File: src/asl_defines.svh
// Purpose: Constants for the aux-store / long-immediate subtract datapath.
// Assumes: 16-bit instruction words, 32-bit main sum register.
// Notes:   Offsets are indices of the plain register port.
`ifndef ASL_DEFINES_SVH
`define ASL_DEFINES_SVH

// ----------------------------------------------------------------------
// Register indices
// ----------------------------------------------------------------------
`define ASL_REG_CTRL      4'h0
`define ASL_REG_SUM       4'h1
`define ASL_REG_FLAGS     4'h2
`define ASL_REG_INT_STAT  4'h3
`define ASL_REG_INT_MASK  4'h4
`define ASL_REG_PC        4'h5
`define ASL_REG_AUX_BASE  4'h8

// ----------------------------------------------------------------------
// Field positions and reset values
// ----------------------------------------------------------------------
`define ASL_CTRL_SXM_BIT  0
`define ASL_CTRL_OVM_BIT  1
`define ASL_CTRL_ENH_BIT  2
`define ASL_FLAG_OV_BIT   0
`define ASL_FLAG_C_BIT    1
`define ASL_EVT_OV_BIT    0
`define ASL_EVT_SUB_BIT   1
`define ASL_EVT_STORE_BIT 2
`define ASL_CTRL_RESET    3'h0
`define ASL_PC_RESET      16'h0000

// ----------------------------------------------------------------------
// Opcode encodings and saturation limits
// ----------------------------------------------------------------------
`define ASL_OP_STORE_AUX  5'h0E
`define ASL_OP_SUB_HI     4'hD
`define ASL_OP_SUB_LO     8'h03
`define ASL_POS_LIMIT     32'h7FFF_FFFF
`define ASL_NEG_LIMIT     32'h8000_0000

`endif

File: src/asl_pkg.sv
// Purpose: Types for the aux-store / long-immediate subtract datapath.
// Assumes: Nothing beyond the defines header.
// Notes:   Constants live in asl_defines.svh.
package asl_pkg;

    typedef struct packed {
        logic [15:0] data;
        logic        valid;
    } asl_word_t;

    typedef struct packed {
        logic [15:0] addr;
        logic [15:0] data;
        logic        we;
    } asl_dmem_t;

    typedef enum logic [2:0] {
        ASL_FETCH = 3'b001,
        ASL_CONST = 3'b010,
        ASL_EXEC  = 3'b100
    } asl_state_t;

endpackage

File: src/asl_aux_bank.sv
// Purpose: Bank of eight auxiliary index registers with registered read.
// Assumes: One write port, one read port, synchronous reset.
// Notes:   Read data appear the cycle after the address.
`timescale 1ns/1ps
module asl_aux_bank (
    // Clock and reset
    input  wire logic        clk,
    input  wire logic        rst_n,
    input  wire logic        ce,
    // Write port
    input  wire logic        wr_en,
    input  wire logic [2:0]  wr_sel,
    input  wire logic [15:0] wr_data,
    // Read port
    input  wire logic [2:0]  rd_sel,
    output logic      [15:0] rd_data
);
    logic [15:0] mem_q [8];
    logic [15:0] mem_d [8];
    logic [15:0] rd_d;

    always_comb begin
        for (int i = 0; i < 8; i++) begin
            mem_d[i] = mem_q[i];
        end
        if (wr_en) begin
            mem_d[wr_sel] = wr_data;
        end
        rd_d = mem_q[rd_sel];
    end

    always_ff @(posedge clk) begin
        if (!rst_n) begin
            for (int i = 0; i < 8; i++) begin
                mem_q[i] <= 16'h0000;
            end
            rd_data <= 16'h0000;
        end else if (ce) begin
            for (int i = 0; i < 8; i++) begin
                mem_q[i] <= mem_d[i];
            end
            rd_data <= rd_d;
        end
    end
endmodule

File: src/asl_exec.sv
// Purpose: Executes the aux-index store and the long-immediate subtract.
// Assumes: Program words arrive as valid-qualified words in program order.
// Notes:   Data memory writes are one-cycle strobes.
//          Only direct addressing is decoded; the indirect bit of the
//          store word is ignored, so a store always uses its 7-bit field.
//          Auxiliary registers are write-only through the register port.
//
// Local design decisions: the placing of the registers and the plain strobed port.
`timescale 1ns/1ps
`include "asl_defines.svh"
module asl_exec (
    // Clock and reset
    input  wire logic                clk,
    input  wire logic                rst_n,
    input  wire logic                ce,
    // Program words
    input  wire asl_pkg::asl_word_t  prog_word,
    output logic                     prog_ready,
    output logic      [15:0]         pc,
    // Data memory
    output asl_pkg::asl_dmem_t       dmem,
    // Register port
    input  wire logic [3:0]          reg_addr,
    input  wire logic [31:0]         reg_wdata,
    input  wire logic                reg_wr,
    input  wire logic                reg_rd,
    output logic      [31:0]         reg_rdata,
    // Interrupt
    output logic                     irq
);
    import asl_pkg::*;

    // ------------------------------------------------------------------
    // Helpers
    // ------------------------------------------------------------------
    function automatic logic [31:0] ext_const(input logic [15:0] k,
                                              input logic        sx);
        ext_const = sx ? {{16{k[15]}}, k} : {16'h0000, k};
    endfunction

    function automatic logic hit(input logic [3:0] a,
                                 input logic [3:0] r);
        hit = (a == r);
    endfunction

    function automatic logic is_store_op(input logic [15:0] w);
        is_store_op = (w[15:11] == `ASL_OP_STORE_AUX);
    endfunction

    function automatic logic is_sub_op(input logic [15:0] w);
        is_sub_op = (w[15:12] == `ASL_OP_SUB_HI) &&
                    (w[7:0] == `ASL_OP_SUB_LO);
    endfunction

    // Subtraction overflows only when the operands differ in sign, so the
    // sign of the original sum tells which limit to clamp to.
    function automatic logic [31:0] sat_limit(input logic neg);
        sat_limit = neg ? `ASL_NEG_LIMIT : `ASL_POS_LIMIT;
    endfunction

    // ------------------------------------------------------------------
    // State
    // ------------------------------------------------------------------
    asl_state_t  st_q, st_d;
    logic [2:0]  ctrl_q, ctrl_d;
    logic [31:0] sum_q, sum_d;
    logic        ov_q, ov_d, cy_q, cy_d;
    logic [2:0]  stat_q, stat_d, mask_q, mask_d;
    logic [15:0] pc_q, pc_d;
    logic [3:0]  shift_q, shift_d;
    logic [2:0]  aux_sel_q, aux_sel_d;
    logic [15:0] dma_q, dma_d;
    asl_dmem_t   dmem_d;
    logic [31:0] rdata_d;
    logic [2:0]  evt;
    logic        aux_wr;
    logic [15:0] aux_rd;

    logic [31:0] opnd;
    logic [32:0] diff;
    logic        ovf;

    // The bank's read port is addressed from the next-state select, so
    // the registered read data are ready in the execute cycle itself.
    // Reading the bank a cycle later would return a stale register.
    asl_aux_bank u_aux (
        .clk     (clk),
        .rst_n   (rst_n),
        .ce      (ce),
        .wr_en   (aux_wr),
        .wr_sel  (reg_addr[2:0]),
        .wr_data (reg_wdata[15:0]),
        .rd_sel  (aux_sel_d),
        .rd_data (aux_rd)
    );

    assign aux_wr = ce && reg_wr && reg_addr[3];
    // The store needs one extra cycle for the bank's registered read, so
    // the next program word is held off during that cycle.
    assign prog_ready = (st_q != ASL_EXEC);
    assign pc = pc_q;
    // The interrupt follows registered state only, so it stays high until
    // software clears the status bit or masks it.
    assign irq = |(stat_q & mask_q);

    // ------------------------------------------------------------------
    // Subtract datapath
    // ------------------------------------------------------------------
    // The constant is used straight off the program bus in the cycle it
    // is taken, so it needs no holding register of its own.
    always_comb begin
        opnd = ext_const(prog_word.data, ctrl_q[`ASL_CTRL_SXM_BIT])
               << shift_q;
        diff = {1'b0, sum_q} - {1'b0, opnd};
        ovf  = (sum_q[31] != opnd[31]) && (diff[31] != sum_q[31]);
    end

    // ------------------------------------------------------------------
    // Sequencing
    // ------------------------------------------------------------------
    // A subtract takes its opcode word, then its constant word, and
    // commits sum, flags and counter at the edge that takes the constant.
    // A store takes its word, spends one cycle on the bank's registered
    // read, then drives the data memory write from a register.
    always_comb begin
        st_d       = st_q;
        pc_d       = pc_q;
        shift_d    = shift_q;
        aux_sel_d  = aux_sel_q;
        dma_d      = dma_q;
        sum_d      = sum_q;
        ov_d       = ov_q;
        cy_d       = cy_q;
        dmem_d     = '0;
        evt        = 3'h0;
        unique case (st_q)
            ASL_FETCH: begin
                if (prog_word.valid) begin
                    if (is_store_op(prog_word.data)) begin
                        aux_sel_d  = prog_word.data[10:8];
                        dma_d      = {9'h000, prog_word.data[6:0]};
                        st_d       = ASL_EXEC;
                    end else if (is_sub_op(prog_word.data)) begin
                        shift_d = prog_word.data[11:8];
                        st_d    = ASL_CONST;
                    end else begin
                        // Words this block does not execute are skipped
                        // as one-word instructions.
                        pc_d = pc_q + 16'h0001;
                    end
                end
            end
            ASL_CONST: begin
                // A late constant word simply stalls here; nothing commits
                // until it arrives.
                if (prog_word.valid) begin
                    sum_d = diff[31:0];
                    ov_d  = ovf;
                    if (ovf && ctrl_q[`ASL_CTRL_OVM_BIT]) begin
                        sum_d = sat_limit(sum_q[31]);
                    end
                    if (ctrl_q[`ASL_CTRL_ENH_BIT]) begin
                        cy_d = ~diff[32];
                    end
                    pc_d = pc_q + 16'h0002;
                    evt[`ASL_EVT_SUB_BIT] = 1'b1;
                    evt[`ASL_EVT_OV_BIT]  = ovf;
                    st_d = ASL_FETCH;
                end
            end
            ASL_EXEC: begin
                // store and advance by one
                // The bank output already holds the selected register.
                dmem_d.addr = dma_q;
                dmem_d.data = aux_rd;
                dmem_d.we   = 1'b1;
                pc_d        = pc_q + 16'h0001;
                evt[`ASL_EVT_STORE_BIT] = 1'b1;
                st_d        = ASL_FETCH;
            end
        endcase
    end

    // ------------------------------------------------------------------
    // Register port
    // ------------------------------------------------------------------
    // Status bits are write-one-to-clear. An event in the same cycle as a
    // clear leaves its bit set, so software never loses an event it has
    // not yet seen.
    always_comb begin
        ctrl_d  = ctrl_q;
        mask_d  = mask_q;
        stat_d  = stat_q;
        rdata_d = 32'h0000_0000;
        if (reg_wr) begin
            if (hit(reg_addr, `ASL_REG_CTRL)) begin
                ctrl_d = reg_wdata[2:0];
            end
            if (hit(reg_addr, `ASL_REG_INT_MASK)) begin
                mask_d = reg_wdata[2:0];
            end
            if (hit(reg_addr, `ASL_REG_INT_STAT)) begin
                stat_d = stat_q & ~reg_wdata[2:0];
            end
        end
        // Events win over a clear in the same cycle.
        stat_d = stat_d | evt;
        // Read data are zero outside the answer cycle, so a bus that ORs
        // several slaves together never sees a stale word from this one.
        if (reg_rd) begin
            unique case (reg_addr)
                `ASL_REG_CTRL:     rdata_d = {29'h0, ctrl_q};
                `ASL_REG_SUM:      rdata_d = sum_q;
                `ASL_REG_FLAGS:    rdata_d = {30'h0, cy_q, ov_q};
                `ASL_REG_INT_STAT: rdata_d = {29'h0, stat_q};
                `ASL_REG_INT_MASK: rdata_d = {29'h0, mask_q};
                `ASL_REG_PC:       rdata_d = {16'h0000, pc_q};
                default:           rdata_d = 32'h0000_0000;
            endcase
        end
    end

    // ------------------------------------------------------------------
    // Sequencer registers
    // ------------------------------------------------------------------
    // The data memory bus is registered so the write strobe is a clean
    // one-cycle pulse with address and data already settled.
    always_ff @(posedge clk) begin
        if (!rst_n) begin
            st_q      <= ASL_FETCH;
            pc_q      <= `ASL_PC_RESET;
            shift_q   <= 4'h0;
            aux_sel_q <= 3'h0;
            dma_q     <= 16'h0000;
            dmem      <= '0;
        end else if (ce) begin
            st_q      <= st_d;
            pc_q      <= pc_d;
            shift_q   <= shift_d;
            aux_sel_q <= aux_sel_d;
            dma_q     <= dma_d;
            dmem      <= dmem_d;
        end
    end

    // ------------------------------------------------------------------
    // Main sum and flag registers
    // ------------------------------------------------------------------
    // The carry keeps its value while the enhanced bit is clear, so code
    // written for the plain variant never sees it move.
    always_ff @(posedge clk) begin
        if (!rst_n) begin
            sum_q <= 32'h0000_0000;
            ov_q  <= 1'b0;
            cy_q  <= 1'b0;
        end else if (ce) begin
            sum_q <= sum_d;
            ov_q  <= ov_d;
            cy_q  <= cy_d;
        end
    end

    // ------------------------------------------------------------------
    // Control, interrupt and read-back registers
    // ------------------------------------------------------------------
    always_ff @(posedge clk) begin
        if (!rst_n) begin
            ctrl_q    <= `ASL_CTRL_RESET;
            mask_q    <= 3'h0;
            stat_q    <= 3'h0;
            reg_rdata <= 32'h0000_0000;
        end else if (ce) begin
            ctrl_q    <= ctrl_d;
            mask_q    <= mask_d;
            stat_q    <= stat_d;
            reg_rdata <= rdata_d;
        end
    end
endmodule

File: config.mk
export PLATFORM = sky130hd
export DESIGN_NAME = asl_exec
export DESIGN_NICKNAME = d
export VERILOG_FILES = /design/src/asl_pkg.sv /design/src/asl_aux_bank.sv /design/src/asl_exec.sv
export VERILOG_INCLUDE_DIRS = /design/src
export SDC_FILE = /design/constraint.sdc
export NUM_CORES = 1
export LEC_CHECK = 0
export BUFFER_PORTS_ARGS = -buffer_cell sky130_fd_sc_hd__buf_2
export CAP_MARGIN = 15
export CORE_AREA = 2 2 183 185
export DETAILED_ROUTE_END_ITERATION = 8
export DIE_AREA = 0 0 185 187
export HOLD_SLACK_MARGIN = 0.12
export PLACE_DENSITY = 0.68
export REMOVE_ABC_BUFFERS = 1
export SYNTH_ARGS = -nofsm -noshare
export SYNTH_HDL_FRONTEND = slang
export SYNTH_HIERARCHICAL = 1
export SYNTH_SLANG_ARGS = --single-unit
File: constraint.sdc
create_clock -name clk -period 4.6 [get_ports clk]
set_input_delay 0.46 -clock clk [delete_from_list [all_inputs] [get_ports clk]]
set_output_delay 0.46 -clock clk [all_outputs]
set_load 0.02 [all_outputs]
After elaboration in Yosys (flattened, before gate mapping)
Memories as Yosys holds them, arrays and structs flattened. A register that Yosys moved wholly into a read port is not among the register bits.
Index checks and enable logic that the tools add are counted.
Widths: inputs -> output; s select.
{"block": "op_classes", "bitwise": 15, "magnitude_cmp": 2, "eq_ne": 19, "reduce_logical": 17, "mux": 40, "add_sub_neg": 3, "n_shift": 1}
{"cell": "$mux 16", "n": 13}
{"cell": "$pmux 32 s6", "n": 1}
{"cell": "$bwmux 128", "n": 1}
{"cell": "$mux 128", "n": 1}
{"cell": "$mux 32", "n": 4}
{"cell": "$demux 16 s3", "n": 1}
{"cell": "$pmux 16 s3", "n": 1}
{"cell": "$sub 32x32->33", "n": 1}
{"cell": "$shl 32x4->32", "n": 1}
{"cell": "$mux 3", "n": 9}
{"cell": "$mux 24", "n": 1}
{"cell": "$add 16x1->16 const B", "n": 1}
{"cell": "$add 16x2->16 const B", "n": 1}
{"cell": "$reduce_and 4->1", "n": 3}
{"cell": "$reduce_and 5->1", "n": 2}
{"cell": "$pmux 3 s3", "n": 1}
{"cell": "$reduce_and 3->1", "n": 3}
{"cell": "$eq 4x2->1 const B", "n": 2}
{"cell": "$eq 4x3->1 const B", "n": 2}
{"cell": "$eq 8x2->1 const B", "n": 1}
{"cell": "$ne 2x2->1 const B", "n": 4}
{"cell": "$or 1x1->1", "n": 8}
{"cell": "$and 3x3->3", "n": 2}
{"cell": "$logic_and 1x1->1", "n": 6}
{"cell": "19 further kinds", "n": 27}
{"block": "word_totals", "input_bits": 58, "regBits": 141, "memories": 1, "output_inout_bits": 83, "word_cells": 113, "ram_bits": 128}
{"memory": "u_aux.mem_q", "depth": 8, "width": 16, "read_ports": 9, "rd_clocked_by_memory_dff": 1, "write_ports": 8, "line": "asl_aux_bank.sv:18", "rtl": "logic [15:0] mem_q [8];"}

Depth between registers and ports, before layout
{"block": "depth", "word_depth": 8, "depth_mapped": 20, "ltp_nobuf": 16}

Cells and area by module
The synthesis kept the hierarchy.
{"module": "asl_exec", "seq_area_each_um2": 2642.5, "n_inst": 1, "cells_per_inst": 1029, "area_per_inst_um2": 8469.4}
{"module": "asl_aux_bank", "seq_area_each_um2": 4164.0, "n_inst": 1, "cells_per_inst": 757, "area_per_inst_um2": 7584.8}

Worst setup path after synthesis
OpenSTA, ideal clock, no wires.
{"block": "synth_timing", "path_kind": "register to register", "startpoint": "reg shift_q[1]", "endpoint": "reg ov_q", "required_ns": 4.530, "path_buffers": 3, "path_stages_with_launch": 16, "setup_time_ns": 0.070, "arrival_time_ns": 4.014, "setup_slack_ns": 0.516, "synth_period_minus_slack_ns": 4.084, "path_cell_list": "dfxtp_1 clkbuf_1 buf_1 clkbuf_1 mux4_2 mux2i_1 or2_2 ha_1 o21a_1 o21ai_0 a211o_1 a21o_1 a211oi_4 nor3_1 or4b_1 a21boi_1"}
{"block": "synth_between", "elab_chain_cells": 4, "elab_cells_between_ends": 5, "cone_classes": "add/sub (1); eq/ne (2); shift (1); reduce/logical (1)"}
{"element": "from (decl)", "line": "asl_exec.sv:70", "rtl": "logic [3:0] shift_q, shift_d;"}
{"element": "from (signal assigned)", "line": "asl_exec.sv:239", "rtl": "shift_q <= shift_d;"}
{"element": "$shl 32x4->32 (*)", "line": "asl_exec.sv:112", "rtl": "opnd = ext_const(prog_word.data, ctrl_q[`ASL_CTRL_SXM_BIT])"}
{"element": "$sub 32x32->33", "line": "asl_exec.sv:114", "rtl": "diff = {1'b0, sum_q} - {1'b0, opnd};"}
{"element": "$ne 1x1->1", "line": "asl_exec.sv:115", "rtl": "ovf = (sum_q[31] != opnd[31]) && (diff[31] != sum_q[31]);"}
{"element": "$logic_and 1x1->1 (*)", "line": "asl_exec.sv:115"}
{"element": "to (signal assigned)", "line": "asl_exec.sv:258", "rtl": "ov_q <= ov_d;"}
{"element": "to (decl)", "line": "asl_exec.sv:67", "rtl": "logic ov_q, ov_d, cy_q, cy_d;"}
Every way passes the cells marked *; elsewhere a longest branch is shown, timed or not.
A chain may end at the register's enable or synchronous reset.

Worst setup path after layout
{"block": "layout_timing", "startpoint": "reg shift_q[0]", "endpoint": "reg stat_q[0]"}
{"block": "layout_between", "elab_chain_cells": 7, "elab_cells_between_ends": 8, "cone_classes": "add/sub (1); eq/ne (2); shift (1); mux (2); bitwise (1); reduce/logical (1)"}
{"element": "$shl 32x4->32 (*)", "line": "asl_exec.sv:112"}
{"element": "$sub 32x32->33", "line": "asl_exec.sv:114"}
{"element": "$ne 1x1->1", "line": "asl_exec.sv:115"}
{"element": "$logic_and 1x1->1 (*)", "line": "asl_exec.sv:115"}
{"element": "$mux 2 (*)", "line": "asl_exec.sv:156", "rtl": "if (prog_word.valid) begin"}
{"element": "$mux 2 (*)", "line": "asl_exec.sv:136", "rtl": "unique case (st_q)"}
{"element": "$or 3x3->3 (*)", "line": "asl_exec.sv:207", "rtl": "stat_d = stat_d | evt;"}
{"element": "to (signal assigned)", "line": "asl_exec.sv:275", "rtl": "stat_q <= stat_d;"}
{"element": "to (decl)", "line": "asl_exec.sv:68", "rtl": "logic [2:0] stat_q, stat_d, mask_q, mask_d;"}
Marks and branches as above.

==> results.ini <==
[logic_synthesis]
ys_seq_elements = 276
synth.yosys.seq_area_share_pct = 42.4
ys_top_cells_by_area = edfxtp_1, dfxtp_1, nand2_1
yosysTopAreaCell = edfxtp_1
synth_top_area_share_pct = 23.9
syn-instance-count = 1786
async_flop_share_pct = 0
ys_warn_count = 6
syn_avg_cell_area_um2 = 8.99
synth_edf_count = 128
ys.flop_type = dfxtp_1
synth.distinct_cells = 78
netlist_area_um2 = 16100

[place]
place_hpwl_um = 29500
finalWeightedCongestion = 0.952
place_area_um2 = 17000
portBuffers = 115

[grt]
grt_antenna_before_repair = 2
grt-ovfl-total = 0
grt_pass1_vias = 12894
grt_pass1_wl_um = 69500
grt_use_total_pct = 25.1
grt_max_degree = 97

[worst_setup_path]
r2r_end = stat_q[0]
r2r_cells = 16
path_cells = buf_4 -> mux4_2 -> mux2i_1 -> buf_4 -> nand2_1 -> o21ai_0 -> ha_1 -> nand2_1 -> nor2_1 -> nand3_1 -> a21o_1 -> a211oi_4 -> buf_4 -> nor3_1 -> or4b_1 -> a21boi_1
cpLargestDelayFamily = simple AND/OR/NAND/NOR gates
cp.required_ns = 5.04
path_buf_inv = 3
worst_path_largest_cell_delay_ns = 0.59
cp-start-kind = flop
crit_arrival_ns = 4.76
cpMostUsedCell = buf_4
cp_slowest_cell = dfxtp_1
reg2reg_from = shift_q[0]
ff2ff_setup_slack_ns = 0.27
path_class = flop to flop
worstSetupEndpointType = flop
critPathMaxFanout = 9

[sta]
grt_setup_unrepaired = false
hold_viol_final = 0
slew_headroom_pct = 28.7
max_slew.worst_pin.slew_ns = 1.07
post-route-min-period_ns = 4.33
drv_slew = 0
setup_viol = 0
skew_ns = 0.00896
setup_tns_ns = 0
finalCritPeriodShare_pct = 94.1
max_freq_mhz = 231

[power_and_ir_drop]
seq_power_share_pct = 46.8
combPwrFrac_pct = 9.2
p_per_area_nw_per_um2 = 323
power.switching_mw = 1.43
p_int_mw = 4.39
ir_drop_uv = 315
pwr-share-clk_pct = 44.0
sw_frac_of_total_pct = 24.6
total_leakage_power_nw = 7.00

[layout]
final_cell_area_um2 = 18000
drive_above_1_share_pct = 16.4
antennaDiodeCount = 0
nNetsFinal = 1954
syn2layout_area_growth_pct = 12.4

[clocking]
clkLatencyLatePin_ns = 0.51
cts-htree-levels = 2
numCtsBuffers = 34
cts_buffer_depth = 3
hold_buffers = 0
cts_sinks = 276
cts_tree = built
clock_tree.root_cell = clkbuf_16
clkSlewWorstSetupHoldPaths_ns = 0.05

[job]
drv.max_cap_violation_count = 0

[min_path]
min_path_type = primary input to flop
min_path_cells = 3
holdPathEnd = u_aux/rd_data[13]
hold_path.startpoint = rst_n

[routing]
ant_nets = 0
vias = 13640
drt_iter0_drc = 976
drcViolationCount = 0
wl_per_cell_um = 19.1
vias_per_cell = 5.84
drt_wl_total_um = 44500
firstDrtPassIters = 5

[floorplan]
fp.dieW_um = 185
coreArea_um2 = 32900
start_util_pct = 48.9
fp.dieH_um = 187
die_area_um2 = 34600
row_count = 67
pin_count = 141

[run_status]
status = finished, final reports clean

power by group through the flow:
stage / Combinational [mW] / Clock, mW / Sequential (mW)
2_1_floorplan: 0.312 / 0 / 2.77
3_3_place_gp: 0.518 / 0 / 2.77
3_5_place_dp: 0.529 / 0 / 2.78
4_1_cts: 0.531 / 2.61 / 2.72
5_1_grt: 0.588 / 2.69 / 2.74
6_report: 0.536 / 2.56 / 2.73
metal layers:
| metal | GRT usage [%] | vias to the layer above | part of all wire, % |
|---|---|---|---|
| li1 | - | 6574 | - |
| met1 | 32.4 | 6537 | 42 |
| met2 | 42.5 | 422 | 48 |
| met3 | 3.27 | 103 | 5.6 |
| met4 | 10.3 | 4 | 3.9 |
| met5 | 0 | - | 0.040 |
synth_stat cells, drive strengths merged (3+ instances only):
master / instances
o21a: 7
nand2b: 7
mux4: 13
a221o: 13
mux2: 42
a2111oi: 3
nor4b: 3
nand3b: 5
edfxtp: 128
clkbuf: 94
o221ai: 5
nor2: 67
a211oi: 11
a211o: 7
nor3b: 7
nor4: 8
mux2i: 69
a21oi: 211
nor2b: 64
nand4: 6
buf: 60
o22ai: 13
and3: 9
o211ai: 26
xnor2: 24
xor2: 13
and2: 17
ha: 34
or3: 5
inv: 20
o21ai: 78
nand3: 38
a31oi: 13
a22oi: 33
a21o: 13
a21boi: 67
a311oi: 3
dfxtp: 148
or2: 5
nor3: 16
nand2: 345
o211a: 6
placed cells by master, fill, tap and decap left out, types with 26 or more instances in the layout:
cell | netlist | final
nand3_1 | 38 | 38
nor2b_1 | 64 | 64
dfxtp_1 | 148 | 147
buf_4 | 28 | 67
nand2_1 | 345 | 343
nor2_1 | 66 | 66
a21oi_1 | 210 | 210
o211ai_1 | 26 | 26
a21boi_0 | 58 | 58
a22oi_1 | 33 | 33
buf_2 | 20 | 114
edfxtp_1 | 128 | 128
mux2i_1 | 69 | 69
clkbuf_16 | 0 | 36
ha_1 | 34 | 34
mux2_2 | 42 | 41
o21ai_0 | 74 | 74
worst reg2reg max path, stage by stage (launching register included):
cell	delay [ns]
dfxtp_1	0.59
buf_4	0.24
mux4_2	0.51
mux2i_1	0.21
buf_4	0.14
nand2_1	0.06
o21ai_0	0.15
ha_1	0.30
nand2_1	0.14
nor2_1	0.31
nand3_1	0.12
a21o_1	0.23
a211oi_4	0.29
buf_4	0.20
nor3_1	0.05
or4b_1	0.55
a21boi_1	0.17
cell families after synthesis:
family,Yosys count,share of synthesized area (%)
AND/OR/NAND/NOR,613,17.5
AO/OA/AOI/OAI,526,20.6
flip-flops,276,42.4
buffers and inverters,174,5.60
multiplexers,124,9.07
XOR/XNOR,37,2.02
adder cells (fa/ha/maj),35,2.77
other,1,0.0234
layout make-up:
class,count,area (um2)
clock inverters,10,77.6
fillers,3058,14800
well taps,448,561
inverters,20,75.1
flip-flops and latches,276,6810
multi-input cells,1344,8410
clock buffers,51,977
repair buffers,185,1140
sequential cells by signal, indices dropped and copies added (netlist names):
| name | flops |
|---|---|
| st_q | 3 |
| reg_rdata | 32 |
| dma_q | 7 |
| mask_q | 3 |
| pc | 16 |
| u_aux/rd_data | 16 |
| stat_q | 3 |
| ctrl_q | 3 |
| shift_q | 4 |
| cy_q | 1 |
| u_aux/mem_q | 128 |
| dmem | 24 |
| ov_q | 1 |
| sum_q | 32 |
| aux_sel_q | 3 |
worst max-delay path by stage:
stage | start | cells past startpoint | to | slack, ns
after floorplan | shift_q[0] | 12 | sum_q[10] | 0.02
after global placement | shift_q[1] | 14 | sum_q[11] | 0.14
after detailed placement | shift_q[1] | 14 | sum_q[25] | 0.13
after CTS | shift_q[1] | 14 | sum_q[25] | 0.09
after global routing | shift_q[0] | 17 | sum_q[19] | 0.006
final | shift_q[0] | 16 | stat_q[0] | 0.27
timing repair:
action	CTS	global route
setup buffers	0	0
setup endpoints to repair	0	22
gates resized for setup	0	2
through the flow:
stage	std cells	power, mW	hold slack (ns)	utilization, %	setup slack (ns)
floorplan	1640	3.08	0.432	-	0.0161
global placement	2272	3.29	0.440	51.7	0.142
detailed placement	2272	3.30	0.451	51.7	0.126
CTS	2333	5.87	0.262	54.9	0.0947
global route	2334	6.01	0.284	54.9	0.00628
finish	2334	5.83	0.275	54.9	0.273
Power figures use the tool's default switching activity.
